===== config.mk =====
export PLATFORM = sky130hd
export DESIGN_NAME = fanp_top
export DESIGN_NICKNAME = d
export VERILOG_FILES = /design/src/fanp_top.v /design/src/fanp_cfg_detect.v
export VERILOG_INCLUDE_DIRS = /design/src
export SDC_FILE = /design/constraint.sdc
export NUM_CORES = 1
export LEC_CHECK = 0
export BUFFER_PORTS_ARGS = -buffer_cell sky130_fd_sc_hd__buf_2
export CAP_MARGIN = 20
export CORE_ASPECT_RATIO = 1.2
export CORE_MARGIN = 2
export CORE_UTILIZATION = 48
export CTS_CLUSTER_DIAMETER = 30
export DETAILED_ROUTE_END_ITERATION = 10
export PLACE_DENSITY = 0.76
export SLEW_MARGIN = 40
export SYNTH_ARGS = -nofsm -noshare
export SYNTH_HDL_FRONTEND = slang
export SYNTH_SLANG_ARGS = --single-unit

===== constraint.sdc =====
create_clock -name pclk -period 1.6 [get_ports pclk]
set_input_delay 0.32 -clock pclk [delete_from_list [all_inputs] [get_ports pclk]]
set_output_delay 0.32 -clock pclk [all_outputs]
set_load 0.02 [all_outputs]

===== src/fanp_regs.vh =====
// Register map, field positions and reset values for the fiber next-page bank
`ifndef FANP_REGS_VH
`define FANP_REGS_VH
// Register indices; byte address is four times the index
`define FANP_IDX_EXPANSION   4'h6
`define FANP_IDX_NP_TX       4'h7
`define FANP_IDX_PARTNER_NP  4'h8
`define FANP_IDX_EXT_STATUS  4'hf
// Own registers for mode, control, interrupts
`define FANP_IDX_MODE_CTRL   4'h9
`define FANP_IDX_IRQ_STATUS  4'ha
`define FANP_IDX_IRQ_ENABLE  4'hb
`define FANP_IDX_IRQ_CLEAR   4'hc
// Expansion fields
`define FANP_EXP_PARTNER_NP   3
`define FANP_EXP_LOCAL_NP     2
`define FANP_EXP_PAGE_RX      1
`define FANP_EXP_PARTNER_AN   0
// Code word fields
`define FANP_CW_NP            15
`define FANP_CW_ACK           14
`define FANP_CW_MP            13
`define FANP_CW_ACK2          12
`define FANP_CW_TOGGLE        11
// Extended status fields
`define FANP_EXT_X_FD         15
`define FANP_EXT_X_HD         14
// Reset values
`define FANP_NP_TX_RST        16'h2001
`define FANP_MODE_RST         2'h1
`define FANP_AN_EN_RST        1'h1
// Fiber mode encodings
`define FANP_MODE_SGMII_MEDIA 2'h3
`define FANP_MODE_SGMII_SYS   2'h2
`define FANP_MODE_1000X       2'h1
`define FANP_MODE_100FX       2'h0
// Matching config code groups needed
`define FANP_CFG_MATCH_CNT    2'h3
// Interrupt bits: page received, next page received, link lost
`define FANP_IRQ_PAGE         0
`define FANP_IRQ_NP           1
`define FANP_IRQ_LINKDN       2
`endif


===== src/fanp_top.v =====
// Fiber auto-negotiation next-page register bank with APB slave
`timescale 1ns/1ns
`include "fanp_regs.vh"
module fanp_top (
  // APB
  input  wire        pclk,
  input  wire        presetn,
  input  wire        psel,
  input  wire        penable,
  input  wire        pwrite,
  input  wire [7:0]  paddr,
  input  wire [31:0] pwdata,
  input  wire [3:0]  pstrb,
  output reg  [31:0] prdata,
  output reg         pready,
  output reg         pslverr,
  // Link side events from the negotiation engine
  input  wire        link_up,
  input  wire        sync_ok,
  input  wire        cfg_valid,
  input  wire [15:0] cfg_word,
  input  wire        base_page_rx,
  input  wire        next_page_rx,
  input  wire [15:0] rx_code_word,
  // Towards the negotiation engine
  output reg         np_loaded,
  output reg  [15:0] tx_np_word,
  output reg         tx_np_valid,
  // Interrupt
  output reg         irq
);
  // Synchronised link inputs
  reg        link_s1_r, link_s2_r, sync_s1_r, sync_s2_r;
  reg        cv_s1_r, cv_s2_r, bp_s1_r, bp_s2_r, np_s1_r, np_s2_r;
  reg [15:0] cw_s1_r, cw_s2_r, rx_s1_r, rx_s2_r;
  reg        link_d_r;
  reg        bp_d_r, np_d_r;
  // Register state
  reg        partner_np_r;
  reg        page_rx_r;
  reg        an_able_latch_r;
  reg [15:0] np_tx_r;
  reg        toggle_r;
  reg [15:0] partner_word_r;
  reg [1:0]  mode_r;
  reg        an_en_r;
  reg [2:0]  irq_stat_r;
  reg [2:0]  irq_en_r;
  wire       cfg_able;

  // Decoded strobes
  wire       acc     = psel && penable;
  wire       wr      = acc && pwrite;
  wire       rd      = acc && !pwrite;
  wire [3:0] idx     = paddr[5:2];
  wire       aligned = (paddr[1:0] == 2'h0) && (paddr[7:6] == 2'h0);
  wire       is_1000x = (mode_r == `FANP_MODE_1000X);
  // One event per pulse, however many cycles the engine holds it
  wire       bp_rise = bp_s2_r && !bp_d_r;
  wire       np_rise = np_s2_r && !np_d_r;
  wire       page_ev = bp_rise || np_rise;
  wire       link_dn_ev = link_d_r && !link_s2_r;

  // Map an index to a known register
  function mapped;
    input [3:0] i;
    begin
      mapped = (i == `FANP_IDX_EXPANSION) || (i == `FANP_IDX_NP_TX) ||
               (i == `FANP_IDX_PARTNER_NP) || (i == `FANP_IDX_EXT_STATUS) ||
               (i == `FANP_IDX_MODE_CTRL) || (i == `FANP_IDX_IRQ_STATUS) ||
               (i == `FANP_IDX_IRQ_ENABLE) || (i == `FANP_IDX_IRQ_CLEAR);
    end
  endfunction

  wire hit = aligned && mapped(idx);

  // Two-flop synchronisers on everything from the link domain
  always @(posedge pclk or negedge presetn) begin
    if (!presetn) begin
      link_s1_r <= 1'b0;
      link_s2_r <= 1'b0;
      sync_s1_r <= 1'b0;
      sync_s2_r <= 1'b0;
      cv_s1_r   <= 1'b0;
      cv_s2_r   <= 1'b0;
      bp_s1_r   <= 1'b0;
      bp_s2_r   <= 1'b0;
      np_s1_r   <= 1'b0;
      np_s2_r   <= 1'b0;
      cw_s1_r   <= 16'h0000;
      cw_s2_r   <= 16'h0000;
      rx_s1_r   <= 16'h0000;
      rx_s2_r   <= 16'h0000;
      link_d_r  <= 1'b0;
      bp_d_r    <= 1'b0;
      np_d_r    <= 1'b0;
    end else begin
      link_s1_r <= link_up;
      link_s2_r <= link_s1_r;
      sync_s1_r <= sync_ok;
      sync_s2_r <= sync_s1_r;
      cv_s1_r   <= cfg_valid;
      cv_s2_r   <= cv_s1_r;
      bp_s1_r   <= base_page_rx;
      bp_s2_r   <= bp_s1_r;
      np_s1_r   <= next_page_rx;
      np_s2_r   <= np_s1_r;
      cw_s1_r   <= cfg_word;
      cw_s2_r   <= cw_s1_r;
      rx_s1_r   <= rx_code_word;
      rx_s2_r   <= rx_s1_r;
      link_d_r  <= link_s2_r;
      bp_d_r    <= bp_s2_r;
      np_d_r    <= np_s2_r;
    end
  end

  // Config code group matcher
  fanp_cfg_detect u_cfg (
    .pclk      (pclk),
    .presetn   (presetn),
    .sync_ok   (sync_s2_r),
    .cfg_valid (cv_s2_r),
    .cfg_word  (cw_s2_r),
    .able_r    (cfg_able)
  );

  // Page status, toggle and partner word
  always @(posedge pclk or negedge presetn) begin
    if (!presetn) begin
      partner_np_r    <= 1'b0;
      page_rx_r       <= 1'b0;
      toggle_r        <= 1'b0;
      partner_word_r  <= 16'h0000;
      an_able_latch_r <= 1'b0;
    end else begin
      if (!link_s2_r) begin
        partner_np_r <= 1'b0;
      end else if (bp_s2_r && is_1000x) begin
        partner_np_r <= rx_s2_r[`FANP_CW_NP];
      end
      // latch page received; clear only after a read returned it set
      if (page_ev) begin
        page_rx_r <= 1'b1;
      end else if (rd && hit && idx == `FANP_IDX_EXPANSION && prdata[`FANP_EXP_PAGE_RX]) begin
        page_rx_r <= 1'b0;
      end
      if (page_ev) begin
        toggle_r <= ~toggle_r;
      end
      if (!link_s2_r) begin
        partner_word_r <= 16'h0000;
      end else if (np_s2_r && is_1000x) begin
        partner_word_r <= rx_s2_r;
      end
      // partner autoneg able only while all conditions hold
      an_able_latch_r <= cfg_able && sync_s2_r && an_en_r;
    end
  end

  // Software registers
  always @(posedge pclk or negedge presetn) begin
    if (!presetn) begin
      np_tx_r  <= `FANP_NP_TX_RST;
      mode_r   <= `FANP_MODE_RST;
      an_en_r  <= `FANP_AN_EN_RST;
      irq_en_r <= 3'h0;
    end else if (wr && hit) begin
      case (idx)
        // writable bits only; bit 11 and 14 not stored here
        `FANP_IDX_NP_TX: begin
          if (pstrb[0]) np_tx_r[7:0] <= pwdata[7:0];
          if (pstrb[1]) np_tx_r[15:8] <= {pwdata[15], 1'b0, pwdata[13:12], 1'b0,
                                          pwdata[10:8]};
        end
        // mode field in bits 1:0, autoneg enable in bit 2
        `FANP_IDX_MODE_CTRL: begin
          if (pstrb[0]) begin
            mode_r  <= pwdata[1:0];
            an_en_r <= pwdata[2];
          end
        end
        `FANP_IDX_IRQ_ENABLE: begin
          if (pstrb[0]) irq_en_r <= pwdata[2:0];
        end
        default: begin
        end
      endcase
    end
  end

  // Sticky interrupt status: an event in the clear cycle wins
  wire [2:0] irq_ev  = {link_dn_ev, np_rise, page_ev};
  wire [2:0] irq_clr = (wr && hit && idx == `FANP_IDX_IRQ_CLEAR && pstrb[0]) ?
                       pwdata[2:0] : 3'h0;
  always @(posedge pclk or negedge presetn) begin
    if (!presetn) begin
      irq_stat_r <= 3'h0;
      irq        <= 1'b0;
    end else begin
      irq_stat_r <= (irq_stat_r & ~irq_clr) | irq_ev;
      irq        <= |(((irq_stat_r & ~irq_clr) | irq_ev) & irq_en_r);
    end
  end

  // Next-page handoff to the negotiation engine
  always @(posedge pclk or negedge presetn) begin
    if (!presetn) begin
      np_loaded   <= 1'b0;
      tx_np_word  <= 16'h0000;
      tx_np_valid <= 1'b0;
    end else begin
      // any write to the transmit register loads a next page, only in 1000BASE-X
      np_loaded   <= wr && hit && (idx == `FANP_IDX_NP_TX) && is_1000x;
      // code word carries hardware toggle in bit 11
      tx_np_word  <= {np_tx_r[15], 1'b0, np_tx_r[13:12], toggle_r, np_tx_r[10:0]};
      tx_np_valid <= is_1000x;
    end
  end

  // Read mux
  reg [15:0] rdata;
  always @* begin
    rdata = 16'h0000;
    case (idx)
      `FANP_IDX_EXPANSION: begin
        rdata[`FANP_EXP_PARTNER_NP] = partner_np_r && is_1000x;
        rdata[`FANP_EXP_LOCAL_NP]   = 1'b1;
        rdata[`FANP_EXP_PAGE_RX]    = page_rx_r;
        rdata[`FANP_EXP_PARTNER_AN] = an_able_latch_r;
      end
      `FANP_IDX_NP_TX: begin
        rdata = {np_tx_r[15], 1'b0, np_tx_r[13:12], toggle_r, np_tx_r[10:0]};
      end
      `FANP_IDX_PARTNER_NP: begin
        rdata = partner_word_r;
      end
      `FANP_IDX_EXT_STATUS: begin
        // X capability by mode, T bits stay zero
        rdata[`FANP_EXT_X_FD] = (mode_r != `FANP_MODE_100FX);
        rdata[`FANP_EXT_X_HD] = (mode_r != `FANP_MODE_100FX);
      end
      `FANP_IDX_MODE_CTRL: begin
        rdata[2:0] = {an_en_r, mode_r};
      end
      `FANP_IDX_IRQ_STATUS: begin
        rdata[2:0] = irq_stat_r;
      end
      `FANP_IDX_IRQ_ENABLE: begin
        rdata[2:0] = irq_en_r;
      end
      default: begin
        rdata = 16'h0000;
      end
    endcase
  end

  // APB answer: no wait state; the read data is registered from a flop in the setup cycle
  always @(posedge pclk or negedge presetn) begin
    if (!presetn) begin
      pready  <= 1'b0;
      prdata  <= 32'h00000000;
      pslverr <= 1'b0;
    end else if (psel && !penable) begin
      pready  <= 1'b1;
      prdata  <= (!pwrite && hit) ? {16'h0000, rdata} : 32'h00000000;
      pslverr <= !hit;
    end else begin
      pready  <= 1'b0;
      pslverr <= 1'b0;
    end
  end
endmodule


===== src/fanp_cfg_detect.v =====
// Counter of consecutive matching non-zero configuration code groups
`timescale 1ns/1ns
`include "fanp_regs.vh"
module fanp_cfg_detect (
  // Clock and reset
  input  wire        pclk,
  input  wire        presetn,
  // Receive side
  input  wire        sync_ok,
  input  wire        cfg_valid,
  input  wire [15:0] cfg_word,
  // Result
  output reg         able_r
);
  reg [15:0] last_r;
  reg [1:0]  cnt_r;

  // Restart the count on any mismatch, zero word or sync loss
  always @(posedge pclk or negedge presetn) begin
    if (!presetn) begin
      last_r <= 16'h0000;
      cnt_r  <= 2'h0;
      able_r <= 1'b0;
    end else if (!sync_ok) begin
      cnt_r  <= 2'h0;
      able_r <= 1'b0;
    end else if (cfg_valid) begin
      last_r <= cfg_word;
      if (cfg_word == 16'h0000) begin
        cnt_r <= 2'h0;
      end else if (cfg_word != last_r || cnt_r == 2'h0) begin
        cnt_r <= 2'h1;
      end else if (cnt_r != `FANP_CFG_MATCH_CNT) begin
        cnt_r <= cnt_r + 2'h1;
      end
      able_r <= (cfg_word != 16'h0000) && (cfg_word == last_r) &&
                (cnt_r >= 2'h2);
    end
  end
endmodule


==> flow_metrics.tcl <==
set metrics [dict create \
    cts_buffers 17 \
    multi_input_area_um2 1804 \
    core_um2 13070 \
    synth-simple-area-share_pct 9.360 \
    fin_skew_ns 0.01061 \
    fp-row-count 46 \
    synth_xor_area_share_pct 2.350 \
    muxShareOfSynthArea_pct 7.445 \
    gp_congestion 0.8845 \
    grt_pass1_vias 4229 \
    synth_fa_ha_area_share_pct 0.5924 \
    syn2layout_area_growth_pct 31.00 \
    synth_top_family_by_area "simple AND/OR/NAND/NOR gates" \
    slowest_stage "dfrtp_1" \
    postSynthCellCount 457 \
    synth-edff-count 0 \
    drcViolationCount 0 \
    grt_use_total_pct 18.80 \
    final_hold_viol_count 0 \
    cp-start-kind "flip-flop" \
    synth_async_sr_flop_share_pct 100.0 \
    tns_ns -0.05061 \
    slowest_delay_ns 0.40 \
    wirelength_um 12470 \
    cts_tree "yes" \
    drv_cap 0 \
    n_antenna_cell 0 \
    period_share_pct 103.0 \
    critPathArrivalTime_ns 1.96 \
    syn-cell-area_um2 6336 \
    die_w_um 108.9 \
    viasPerCell 4.912 \
    cts_root_buf "clkbuf_16" \
    synth-compound-area-share_pct 7.089 \
    synth_cell_types 53 \
    overflow 0 \
    rrSetupSlack_ns -0.05 \
    crit_chain "xor2_1 -> nor4_2 -> nand4_1 -> a211o_1 -> and3_1" \
    rsz0062_at_grt "true" \
    die_area_um2 14140 \
    hold_slack_ns 0.01879 \
    ys_seq_area_share_pct 69.19 \
    ant_nets 0 \
    htreeDepth 4 \
    setup_viol 2 \
    seqCellArea_um2 4384 \
    p_leak_nw 3.911 \
    clkSlewWorstSetupHoldPaths_ns 0.06 \
    worst-path-buf-inv 0 \
    firstDrtPassIters 4 \
    drive_gt1_share_pct 35.69 \
    avgRoutedWirePerCell_um 15.25 \
    synth_warnings 0 \
    post-dp-hpwl_um 8829 \
    max_freq_mhz 607.0 \
    worst_slack_ns -0.04745 \
    cp-end-kind "flip-flop" \
    grt_pass1_wl_um 20170 \
    portBuffers 101 \
    crit_family "simple AND/OR/NAND/NOR gates" \
    antenna_found_initial 0 \
    cp.required_ns 1.91 \
    start_util_pct 48.50 \
    die_height_um 129.9 \
    grt_max_degree 46 \
    timing.final.max_slew_violations 0 \
    status "complete, but fails checks" \
    vias 4018 \
    ir_drop_mv 0.9398 \
    hold_class "in -> reg" \
    violations "negative setup slack" \
    synthFlopType "dfrtp_1" \
    dr.first_iter.drc_count 200 \
    io_pins 139 \
    clock_latency_ns 0.43 \
    cts.sinks 175 \
    clockBufferDepth 2 \
    avgSynthCellArea_um2 13.86 \
    fillers 967 \
    ys_ff_latch 175 \
    path_max_fanout 3 \
    path_class "reg -> reg" \
    power_density_nw_per_um2 1138 \
    final_nets 726 \
    fin_crit_ns 1.647 \
]
cells by family after synthesis:
group                      count (synthesis)
buffers and inverters                     40
adders and majority gates                  3
other                                      1
DFF                                      175
and+or+nand+nor                          113
muxes                                     39
AOI/OAI and AO/OA                         69
xor gates and xnor gates                  17
area by class of cell:
| class | instances | area share (%) |
|---|---|---|
| inverter | 6 | 0.2713 |
| tap | 168 | 2.532 |
| sequential | 175 | 52.82 |
| clock inverter | 14 | 1.914 |
| clock buffer | 18 | 5.170 |
| timing repair buffer | 179 | 15.56 |
| multi-input combinational | 258 | 21.74 |
worst paths after layout:
| kind | from | endpoint | depth (start not counted) |
|---|---|---|---|
| max | u_cfg.last_r[4]$_DFFE_PN0P_ | u_cfg.cnt_r[0]$_DFFE_PN0P_ | 5 |
| min | rx_code_word[4] | rx_s1_r[4]$_DFF_PN0_ | 1 |
| max reg2reg | u_cfg.last_r[4]$_DFFE_PN0P_ | u_cfg.cnt_r[0]$_DFFE_PN0P_ | 5 |
| min reg2reg | link_s1_r$_DFF_PN0_ | link_s2_r$_DFF_PN0_ | 0 |
| max in group asynchronous | presetn | np_tx_r[13]$_DFFE_PN1P_ | 3 |
| min in group asynchronous | presetn | tx_np_word[10]$_DFF_PN0_ | 2 |
registers in the layout, indices dropped and copies added, names as in the netlist, 14 cells and up:
signal and cells:
tx_np_word 15, cw_s2_r 16, partner_word_r 16, rx_s2_r 16
cw_s1_r 16, np_tx_r 14, prdata 16, rx_s1_r 16
u_cfg.last_r 16
metal layers:
layer / track usage, % / share of wire [%] / vias to the layer above
li1: - / - / 1910
met5: 0 / 0 / -
met1: 23.11 / 42 / 2000
met3: 4.595 / 3.9 / 13
met4: 7.692 / 1.6 / 0
met2: 31.86 / 53 / 95
power by group:
part / switching, mW / total (mW) / internal [mW]
sequential: 0.113 / 4.73 / 4.62
clock: 1.72 / 4.04 / 2.32
combinational: 0.349 / 0.673 / 0.324
repair_timing:
action / CTS / global route
pin swaps: 8 / 4
setup buffers: 1 / 0
endpoints found under the setup margin: 12 / 11
gates resized for setup: 4 / 8
hold buffers: 30 / 1
hold endpoints to repair: 69 / 1
cell usage after synthesis, types with 2 or more instances:
master | instances | area [um2]
inv_1 | 5 | 18.77
nand3b_1 | 3 | 22.52
and2_1 | 2 | 12.51
buf_2 | 2 | 10.01
a22oi_1 | 12 | 90.09
o21ai_0 | 18 | 90.09
clkbuf_8 | 3 | 41.29
clkbuf_1 | 11 | 41.29
and4_1 | 2 | 17.52
a21oi_1 | 23 | 115.1
nor4_1 | 8 | 50.05
ha_1 | 3 | 37.54
nand3_1 | 3 | 15.01
nand4b_1 | 2 | 17.52
mux2_4 | 3 | 45.04
mux2_2 | 33 | 371.6
a22o_1 | 2 | 17.52
nand4_1 | 5 | 31.28
buf_4 | 17 | 127.6
nor2b_1 | 4 | 25.02
dfrtp_1 | 171 | 4279
nor2_1 | 4 | 15.01
nor4_4 | 2 | 42.54
nand2_1 | 60 | 225.2
nand2b_1 | 4 | 25.02
and3_1 | 4 | 25.02
mux4_2 | 2 | 45.04
dfstp_2 | 4 | 105.1
xor2_1 | 16 | 140.1
o31ai_1 | 3 | 22.52
nor3_1 | 4 | 20.02
per-stage QoR:
stage               area, um2  utilization [%]  power [mW]  setup slack (ns)  std cells
detailed placement       7342            56.20       5.423           -0.5224        754
finish                   8300            63.53       9.447          -0.04745        818
global route             8300            63.53       9.793          -0.09825        818
CTS                      8255            63.19       9.526          -0.05653        817
floorplan                6420                -       5.093           -0.2861        473
global placement         7342            56.20       5.385           -0.4874        754
worst reg2reg max path, cell delays in order, from the launching register on:
cell,delay (ns)
dfrtp_1,0.40
xor2_1,0.18
nor4_2,0.30
nand4_1,0.22
a211o_1,0.28
and3_1,0.16
placed cells by master, fill, tap and decap left out, drive strengths merged, types with 4 or more instances in the layout:
cell type	Yosys	layout
nor2b	4	4
nor4	10	10
xor2	16	16
dfrtp	171	171
o21ai	18	18
nand2b	4	4
nor3	4	4
a22oi	12	12
inv	5	8
clkinv	1	6
mux2	36	36
dlygate4sd3	0	31
nor2	4	4
buf	19	148
clkbuf	15	18
a21oi	23	23
conb	1	17
nand4	5	5
and3	5	5
nand2	60	60
dfstp	4	4
clkinvlp	0	4
Note: power is estimated with default switching activity, not from simulation.
